**src/rtl/fbm_pkg.sv**
```systemverilog
// package of constants and types for the fieldbus master link setup block
package fbm_pkg;

	// node address source selection
	typedef enum logic [0:0] {
		FBM_ADDR_HOST  = 1'b0, // station address from the host tool (default)
		FBM_ADDR_ALIAS = 1'b1  // each slave's own alias setting
	} fbm_addr_src_type;

	// cycle period selection codes
	typedef enum logic [1:0] {
		FBM_CYC_500  = 2'b00,
		FBM_CYC_1000 = 2'b01,
		FBM_CYC_2000 = 2'b10,
		FBM_CYC_4000 = 2'b11
	} fbm_cycle_type;

	// revision check modes; per-slave methods use the first four codes
	typedef enum logic [2:0] {
		FBM_REV_OFF   = 3'b000,
		FBM_REV_HIGH  = 3'b001,
		FBM_REV_FULL  = 3'b010,
		FBM_REV_LOW   = 3'b011,
		FBM_REV_INDIV = 3'b100
	} fbm_rev_mode_type;

	// checker state machine
	typedef enum logic [1:0] {
		FBM_ST_IDLE  = 2'b00,
		FBM_ST_FETCH = 2'b01,
		FBM_ST_CMP   = 2'b10,
		FBM_ST_DONE  = 2'b11
	} fbm_state_type;

	// cycle periods in microseconds
	localparam int FBM_PERIOD_500_US  = 500;
	localparam int FBM_PERIOD_1000_US = 1000;
	localparam int FBM_PERIOD_2000_US = 2000;
	localparam int FBM_PERIOD_4000_US = 4000;
	// clock rate in megahertz
	localparam int FBM_CLK_MHZ        = 25;
	// revision word split
	localparam int FBM_REV_W          = 32;
	localparam int FBM_HALF_W         = 16;
	localparam int FBM_METHOD_W       = 3;

	// reset values
	localparam logic [0:0] FBM_RST_ADDR_SRC  = 1'b0;
	localparam logic [1:0] FBM_RST_CYCLE     = 2'b00;
	localparam logic [2:0] FBM_RST_REV_MODE  = 3'b000;

endpackage : fbm_pkg

```
**src/rtl/fbm_link_setup.sv**
```systemverilog
// fieldbus master link setup: address source, cycle tick, revision check, capture enable
// Notes on behaviour
// - node address from host station or alias
// - cycle period 500/1000/2000/4000 us, default 500
// - revision check off accepts all, default
// - common high-word mode compares upper word
// - common full mode compares whole revision
// - common low-word mode compares lower word
// - individual mode uses per-slave compare method
// - capture request flag honoured only when enabled
// - capture starts after power-up when set
`timescale 1ns/1ns
module fbm_link_setup #(
	parameter int NODES = 64,
	parameter int AW    = 6
) (
	// clock and reset
	input  wire logic                  clk_i,
	input  wire logic                  rst_n_i,
	// configuration from host software
	input  wire logic                  cfg_load_i,
	input  wire logic [0:0]            cfg_addr_src_i,
	input  wire logic [1:0]            cfg_cycle_i,
	input  wire logic [2:0]            cfg_rev_mode_i,
	input  wire logic                  cfg_flag_capture_en_i,
	input  wire logic                  cfg_poweron_capture_i,
	input  wire logic [31:0]           cfg_expected_rev_i,
	// per-slave method table write
	input  wire logic                  meth_wr_i,
	input  wire logic [AW-1:0]         meth_addr_i,
	input  wire logic [2:0]            meth_data_i,
	// slave check request
	input  wire logic                  chk_req_i,
	input  wire logic [AW-1:0]         chk_node_i,
	input  wire logic [31:0]           chk_rev_i,
	input  wire logic [15:0]           chk_station_addr_i,
	input  wire logic [15:0]           chk_alias_addr_i,
	output logic                       chk_busy_o,
	output logic                       chk_done_o,
	output logic                       chk_accept_o,
	output logic [15:0]                chk_node_addr_o,
	// capture control
	input  wire logic                  capture_request_flag_i,
	output logic                       capture_start_o,
	// cycle timing
	output logic                       cycle_tick_o,
	// state readback
	output logic [1:0]                 cur_cycle_o,
	output logic [2:0]                 cur_rev_mode_o
);

	// cycle counts derived from microseconds and clock rate
	localparam int C500  = fbm_pkg::FBM_PERIOD_500_US  * fbm_pkg::FBM_CLK_MHZ;
	localparam int C1000 = fbm_pkg::FBM_PERIOD_1000_US * fbm_pkg::FBM_CLK_MHZ;
	localparam int C2000 = fbm_pkg::FBM_PERIOD_2000_US * fbm_pkg::FBM_CLK_MHZ;
	localparam int C4000 = fbm_pkg::FBM_PERIOD_4000_US * fbm_pkg::FBM_CLK_MHZ;

	if (NODES > (1 << AW)) begin : g_bad_nodes
		$error("fbm_link_setup: NODES exceeds AW");
	end

	//////////////////////////////////////////////////////////////////
	// functions

	// revision compare per method; halves
	function automatic logic rev_ok(input logic [2:0] m, input logic [31:0] got,
			input logic [31:0] exp);
		logic r;
		r = 1'b1;
		case (m)
			fbm_pkg::FBM_REV_OFF:  r = 1'b1;
			fbm_pkg::FBM_REV_HIGH: r = (got[fbm_pkg::FBM_REV_W-1 -: fbm_pkg::FBM_HALF_W] ==
				exp[fbm_pkg::FBM_REV_W-1 -: fbm_pkg::FBM_HALF_W]);
			fbm_pkg::FBM_REV_FULL: r = (got == exp);
			fbm_pkg::FBM_REV_LOW:  r = (got[fbm_pkg::FBM_HALF_W-1:0] ==
				exp[fbm_pkg::FBM_HALF_W-1:0]);
			default:               r = 1'b0; // unknown method rejects
		endcase
		return r;
	endfunction : rev_ok

	// period count for a selection code, minus one for a wrap at zero
	function automatic logic [16:0] period_last(input logic [1:0] c);
		logic [16:0] p;
		p = 17'(C500 - 1);
		case (c)
			fbm_pkg::FBM_CYC_500:  p = 17'(C500 - 1);
			fbm_pkg::FBM_CYC_1000: p = 17'(C1000 - 1);
			fbm_pkg::FBM_CYC_2000: p = 17'(C2000 - 1);
			fbm_pkg::FBM_CYC_4000: p = 17'(C4000 - 1);
			default:               p = 17'(C500 - 1);
		endcase
		return p;
	endfunction : period_last

	//////////////////////////////////////////////////////////////////
	// configuration registers

	logic [0:0]  addr_src_q, addr_src_d;   // address source
	logic [1:0]  cycle_q, cycle_d;         // period code
	logic [2:0]  rev_mode_q, rev_mode_d;   // check mode
	logic        flag_en_q, flag_en_d;     // honour request flag
	logic        pwr_cap_q, pwr_cap_d;     // capture after power-up
	logic [31:0] exp_rev_q, exp_rev_d;     // expected revision

	// load new settings when host strobes
	always_comb begin
		addr_src_d = addr_src_q;
		cycle_d    = cycle_q;
		rev_mode_d = rev_mode_q;
		flag_en_d  = flag_en_q;
		pwr_cap_d  = pwr_cap_q;
		exp_rev_d  = exp_rev_q;
		if (cfg_load_i) begin
			addr_src_d = cfg_addr_src_i;
			cycle_d    = cfg_cycle_i;
			// reserved mode codes fall back to off
			rev_mode_d = (cfg_rev_mode_i > fbm_pkg::FBM_REV_INDIV) ?
				fbm_pkg::FBM_REV_OFF : cfg_rev_mode_i;
			flag_en_d  = cfg_flag_capture_en_i;
			pwr_cap_d  = cfg_poweron_capture_i;
			exp_rev_d  = cfg_expected_rev_i;
		end
	end

	// defaults at reset: host address, 500 us, check off, captures off
	always_ff @(posedge clk_i or negedge rst_n_i) begin
		if (!rst_n_i) begin
			addr_src_q <= fbm_pkg::FBM_RST_ADDR_SRC;
			cycle_q    <= fbm_pkg::FBM_RST_CYCLE;
			rev_mode_q <= fbm_pkg::FBM_RST_REV_MODE;
			flag_en_q  <= 1'b0;
			pwr_cap_q  <= 1'b0;
			exp_rev_q  <= '0;
		end else begin
			addr_src_q <= addr_src_d;
			cycle_q    <= cycle_d;
			rev_mode_q <= rev_mode_d;
			flag_en_q  <= flag_en_d;
			pwr_cap_q  <= pwr_cap_d;
			exp_rev_q  <= exp_rev_d;
		end
	end

	//////////////////////////////////////////////////////////////////
	// cycle timer; a new period applies from the cycle after the load, so a
	// running cycle already past the new period's end wraps at once

	logic [16:0] tmr_q, tmr_d;   // cycles into the period
	logic        tick_q, tick_d; // registered tick

	always_comb begin
		tick_d = 1'b0;
		if (tmr_q >= period_last(cycle_q)) begin
			tmr_d  = '0;
			tick_d = 1'b1;
		end else begin
			tmr_d = tmr_q + 17'h00001;
		end
	end

	always_ff @(posedge clk_i or negedge rst_n_i) begin
		if (!rst_n_i) begin
			tmr_q  <= '0;
			tick_q <= 1'b0;
		end else begin
			tmr_q  <= tmr_d;
			tick_q <= tick_d;
		end
	end

	//////////////////////////////////////////////////////////////////
	// per-slave method table

	logic [2:0] meth_rd; // method of requested node, one cycle late

	fbm_table #(
		.DEPTH (NODES),
		.AW    (AW),
		.DW    (fbm_pkg::FBM_METHOD_W)
	) u_table (
		.clk_i     (clk_i),
		.rst_n_i   (rst_n_i),
		.wr_en_i   (meth_wr_i),
		.wr_addr_i (meth_addr_i),
		.wr_data_i (meth_data_i),
		.rd_addr_i (chk_node_i),
		.rd_data_o (meth_rd)
	);

	//////////////////////////////////////////////////////////////////
	// slave check sequence: idle -> fetch (table read) -> cmp -> done

	fbm_pkg::fbm_state_type st_q, st_d;
	logic [31:0] rev_q, rev_d;       // captured slave revision
	logic [15:0] naddr_q, naddr_d;   // resolved node address
	logic        acc_q, acc_d;       // verdict
	logic [2:0]  meth;               // effective method

	// common modes ignore the table; individual mode uses it
	always_comb begin
		meth = (rev_mode_q == fbm_pkg::FBM_REV_INDIV) ? meth_rd : rev_mode_q;
	end

	always_comb begin
		st_d    = st_q;
		rev_d   = rev_q;
		naddr_d = naddr_q;
		acc_d   = acc_q;
		case (st_q)
			fbm_pkg::FBM_ST_IDLE: begin
				if (chk_req_i) begin
					rev_d   = chk_rev_i;
					naddr_d = (addr_src_q == fbm_pkg::FBM_ADDR_ALIAS) ?
						chk_alias_addr_i : chk_station_addr_i;
					st_d    = fbm_pkg::FBM_ST_FETCH;
				end
			end
			fbm_pkg::FBM_ST_FETCH: st_d = fbm_pkg::FBM_ST_CMP;
			fbm_pkg::FBM_ST_CMP: begin
				acc_d = rev_ok(meth, rev_q, exp_rev_q);
				st_d  = fbm_pkg::FBM_ST_DONE;
			end
			fbm_pkg::FBM_ST_DONE: st_d = fbm_pkg::FBM_ST_IDLE;
			default:              st_d = fbm_pkg::FBM_ST_IDLE;
		endcase
	end

	always_ff @(posedge clk_i or negedge rst_n_i) begin
		if (!rst_n_i) begin
			st_q    <= fbm_pkg::FBM_ST_IDLE;
			rev_q   <= '0;
			naddr_q <= '0;
			acc_q   <= 1'b0;
		end else begin
			st_q    <= st_d;
			rev_q   <= rev_d;
			naddr_q <= naddr_d;
			acc_q   <= acc_d;
		end
	end

	//////////////////////////////////////////////////////////////////
	// capture start: one pulse after power-up if enabled, and on a
	// rising request flag while flag capture is enabled

	logic boot_q, boot_d;     // power-up slot already used
	logic flag_q, flag_d;     // last flag level
	logic cap_q, cap_d;       // start pulse

	always_comb begin
		boot_d = 1'b1;
		flag_d = capture_request_flag_i;
		cap_d  = 1'b0;
		// first cycle after reset release; setting reads its reset value
		// unless loaded in that same cycle
		if (!boot_q && pwr_cap_d) begin
			cap_d = 1'b1;
		end
		if (flag_en_q && capture_request_flag_i && !flag_q) begin
			cap_d = 1'b1;
		end
	end

	always_ff @(posedge clk_i or negedge rst_n_i) begin
		if (!rst_n_i) begin
			boot_q <= 1'b0;
			flag_q <= 1'b0;
			cap_q  <= 1'b0;
		end else begin
			boot_q <= boot_d;
			flag_q <= flag_d;
			cap_q  <= cap_d;
		end
	end

	//////////////////////////////////////////////////////////////////
	// outputs

	assign chk_busy_o      = (st_q != fbm_pkg::FBM_ST_IDLE);
	assign chk_done_o      = (st_q == fbm_pkg::FBM_ST_DONE);
	assign chk_accept_o    = acc_q;
	assign chk_node_addr_o = naddr_q;
	assign capture_start_o = cap_q;
	assign cycle_tick_o    = tick_q;
	assign cur_cycle_o     = cycle_q;
	assign cur_rev_mode_o  = rev_mode_q;

endmodule : fbm_link_setup

```
**src/rtl/fbm_table.sv**
```systemverilog
// small memory holding the per-slave revision compare method
`timescale 1ns/1ns
module fbm_table #(
	parameter int DEPTH = 64,
	parameter int AW    = 6,
	parameter int DW    = 3
) (
	// clock and reset
	input  wire logic          clk_i,
	input  wire logic          rst_n_i,
	// write port
	input  wire logic          wr_en_i,
	input  wire logic [AW-1:0] wr_addr_i,
	input  wire logic [DW-1:0] wr_data_i,
	// read port
	input  wire logic [AW-1:0] rd_addr_i,
	output logic      [DW-1:0] rd_data_o
);

	logic [DW-1:0] mem_q [DEPTH];   // method per slave
	logic [DW-1:0] rd_q;            // registered read data
	logic [DW-1:0] rd_d;

	if (DEPTH > (1 << AW)) begin : g_bad_depth
		$error("fbm_table: DEPTH too large for AW");
	end

	//////////////////////////////////////////////////////////////////
	// read next value; contents unreset so plain ram can be inferred
	always_comb begin
		rd_d = mem_q[rd_addr_i];
	end

	// storage write, no reset
	always_ff @(posedge clk_i) begin
		if (wr_en_i) begin
			mem_q[wr_addr_i] <= wr_data_i;
		end
	end

	// registered read
	always_ff @(posedge clk_i or negedge rst_n_i) begin
		if (!rst_n_i) begin
			rd_q <= '0;
		end else begin
			rd_q <= rd_d;
		end
	end

	assign rd_data_o = rd_q;

endmodule : fbm_table

```
**config.mk**
```make
export PLATFORM = sky130hd
export DESIGN_NAME = fbm_link_setup
export DESIGN_NICKNAME = d
export VERILOG_FILES = /design/src/rtl/fbm_pkg.sv /design/src/rtl/fbm_link_setup.sv /design/src/rtl/fbm_table.sv
export SDC_FILE = /design/constraint.sdc
export NUM_CORES = 1
export LEC_CHECK = 0
export ABC_AREA = 1
export BUFFER_PORTS_ARGS = -buffer_cell sky130_fd_sc_hd__buf_2
export CORE_MARGIN = 1.5
export CORE_UTILIZATION = 58
export CTS_BUF_LIST = sky130_fd_sc_hd__clkbuf_4 sky130_fd_sc_hd__clkbuf_8 sky130_fd_sc_hd__clkbuf_16
export CTS_CLUSTER_DIAMETER = 120
export DETAILED_ROUTE_END_ITERATION = 16
export PLACE_DENSITY = 0.79
export SYNTH_ARGS = -nofsm -noshare
export SYNTH_HDL_FRONTEND = slang
export SYNTH_SLANG_ARGS = --single-unit
```
**constraint.sdc**
```tcl
create_clock -name clk_i -period 2.6 [get_ports clk_i]
set_input_delay 0.13 -clock clk_i [delete_from_list [all_inputs] [get_ports clk_i]]
set_output_delay 0.13 -clock clk_i [all_outputs]
set_load 0.01 [all_outputs]
```
==> impl_metrics.tcl <==
set metrics [dict create \
    r2r_start "cur_cycle_o[1]" \
    ff_latch_area_um2 8645 \
    rows 56 \
    synth_cells 1405 \
    core_area_um2 23330 \
    yosysUniqueCellTypes 32 \
    fin_nets 1806 \
    design_area_um2 16820 \
    synth_top_area_share_pct 42.16 \
    io_buffers 150 \
    hold_depth 2 \
    timing.fmax_mhz 428.8 \
    syn_avg_cell_area_um2 9.734 \
    relSlewSlack_pct 37.70 \
    grt_pass1_vias 11310 \
    wl_per_cell_um 19.30 \
    worstMarginPinSlew_ns 0.9335 \
    fin_hold_ws_ns 0.01854 \
    rr_endpoint "tmr_q[11]" \
    cts_tree "built" \
    first_pass_iters 7 \
    cts-htree-levels 1 \
    ys_seq_area_share_pct 63.20 \
    clock_path_buffers 3 \
    synth.most_common_cell "nand2_1" \
    ir_drop_mv 0.6466 \
    drc 0 \
    grt_start_max_net_pins 86 \
    syn_area_um2 13680 \
    dieWidth_um 156.6 \
    period_needed_ns 2.332 \
    finalSetupViolCount 0 \
    dpl_cell_area_um2 14700 \
    critPathMaxFanout 18 \
    insertion_delay_ns 0.57 \
    synth_flop_cell "edfxtp_1" \
    dp_hpwl_um 20340 \
    synth_nets 1553 \
    rr_worst_depth 11 \
    power_w 0.01325 \
    worst_ep_required_time_ns 3.02 \
    grt_use_total_pct 31.42 \
    die_h_um 156.6 \
    antenna_found_initial 3 \
    crit_type "reg -> reg" \
    start_util_pct 58.61 \
    cts_sinks 307 \
    outcome "finished clean" \
    multiInputGateArea_um2 4516 \
    dp.cells 1830 \
    final_cells 2003 \
    finalMaxSlewViolations 0 \
    power.leakage_nw 7.326 \
    cp_data_arrival_time_ns 2.75 \
    wl_um 38660 \
    post_cts_buffers 0 \
    grt_overflow 0 \
    cp-end-kind "register" \
    fillCellCount 1514 \
    hp-start "meth_addr_i[1]" \
    vias_per_cell 5.809 \
    ios 151 \
    synth_enable_flop_cells 192 \
    synth_commonest_cells "503 x nand2_1, 192 x edfxtp_1, 179 x nand3_1, 130 x nor2_1, 115 x dfrtp_1" \
    cts-root-buf "clkbuf_16" \
    rrSetupSlack_ns 0.27 \
    yosys.area.top_type "edfxtp_1" \
    syn_to_final_growth_pct 23.03 \
    dieArea_um2 24510 \
    gp_congestion 0.8910 \
    clk_pin_slew_ns 0.06 \
    ant_nets 0 \
    power_density_nw_per_um2 787.3 \
    hold_violations 0 \
    yosys_warnings 0 \
    drive_above_1_share_pct 13.85 \
    worstSetupStartpointType "register" \
    min_path_type "in -> reg" \
    async_flop_share_pct 37.46 \
    period_share_pct 89.69 \
    hold_end "u_table.mem_q[49][2]" \
    ys_ff_latch 307 \
    drv_cap 0 \
    fin_skew_ns 0.03226 \
    yosys-top-cells-area "edfxtp_1 42%, dfrtp_1 21%, nand2_1 14%" \
    rsz0062_at_grt "false" \
    drtIter0Drc 1375 \
    route.vias.total 11640 \
    tns_ns 0 \
    grt_pass1_wl_um 58590 \
    cts_buffers 31 \
]
[critical path: stages (launching register included)]
cell     delay (ns)
dfrtp_1        0.43
inv_1          0.18
ha_1           0.26
inv_1          0.07
ha_1           0.32
inv_1          0.05
nor2_1         0.11
nand3_1        0.10
nor3_2         0.21
nand4_1        0.18
nand3_4        0.23
nor2_1         0.07
[placed cells by master (no fill, tap or decap), types with 2 or more instances in the layout]
cell type,count
nor2_1,130
diode_2,2
buf_4,18
inv_2,2
buf_12,3
clkinvlp_4,2
o21ai_0,22
or2_2,2
inv_1,52
nand4_1,18
clkbuf_4,5
dlygate4sd3_1,114
dfrtp_1,114
nand3_1,179
a21oi_1,39
o21a_1,2
buf_2,149
nor4_1,8
nand2_1,503
ha_1,23
clkinv_1,6
clkinv_2,9
edfxtp_1,192
clkbuf_16,31
xor2_1,36
xnor2_1,6
clkbuf_8,3
[worst max path at each step]
stage	startpoint	depth (start not counted)	to
2_1_floorplan	cur_cycle_o[1]	12	tmr_q[11]
3_3_place_gp	cur_cycle_o[1]	11	tmr_q[11]
3_5_place_dp	cur_cycle_o[1]	11	tmr_q[10]
4_1_cts	addr_src_q	4	chk_node_addr_o[8]
5_1_grt	cur_cycle_o[1]	11	tmr_q[11]
6_report	cur_cycle_o[1]	11	tmr_q[11]
[kinds of logic (layout without fill, tap and decap cells)]
family	Yosys count	in the layout	share of synthesized area [%]
AND/OR/NAND/NOR	845	845	25.55
flip-flops	307	307	63.20
buffers and inverters	119	396	3.833
AO/OA/AOI/OAI	68	68	2.589
XOR/XNOR	42	42	2.690
adder cells (fa/ha/maj)	23	23	2.104
other	1	3	0.02742
[through the flow]
stage,util (%),worst slack (ns)
2_1_floorplan,-,0.5530
3_3_place_gp,62.99,0.4066
3_5_place_dp,62.99,0.3273
6_report,72.11,0.2681
5_1_grt,72.10,0.05845
4_1_cts,72.03,0.2429
[final cells by class]
type	instances	share of cell area (%)
diodes	2	0.02975
well taps	319	2.372
multi-input cells	979	26.84
clock buffers	39	5.079
repair buffers	284	12.37
flip-flops and latches	307	51.38
inverters	55	1.249
clock inverters	18	0.6767
[registers in the layout, indices dropped and copies added, names as in the netlist, 2 cells and up]
| name | cells |
|---|---|
| cur_rev_mode_o | 3 |
| u_table.mem_q | 192 |
| cur_cycle_o | 2 |
| st_q | 2 |
| u_table.rd_data_o | 3 |
| rev_q | 32 |
| tmr_q | 17 |
| chk_node_addr_o | 16 |
| exp_rev_q | 32 |
[metal layers]
layer / global-route usage [%] / up-vias / routed length [µm]
met5: 0 / - / 12
met1: 37.56 / 5443 / 13830
met2: 52.53 / 791 / 18520
met3: 7.560 / 227 / 3889
li1: - / 5172 / -
met4: 17.51 / 2 / 2412
[power by group]
part	internal [W]	switching, W	total [W]
Combinational	0.00113	0.00167	0.00280
Sequential	0.00572	0.000464	0.00618
Clock	0.00241	0.00185	0.00426
[repair_timing]
action	in CTS	in global routing
endpoints found under the hold margin	132	0
hold buffers	114	0
endpoints found under the setup margin	0	17
gates resized for setup	0	3
(Power assumes the default switching activity.)
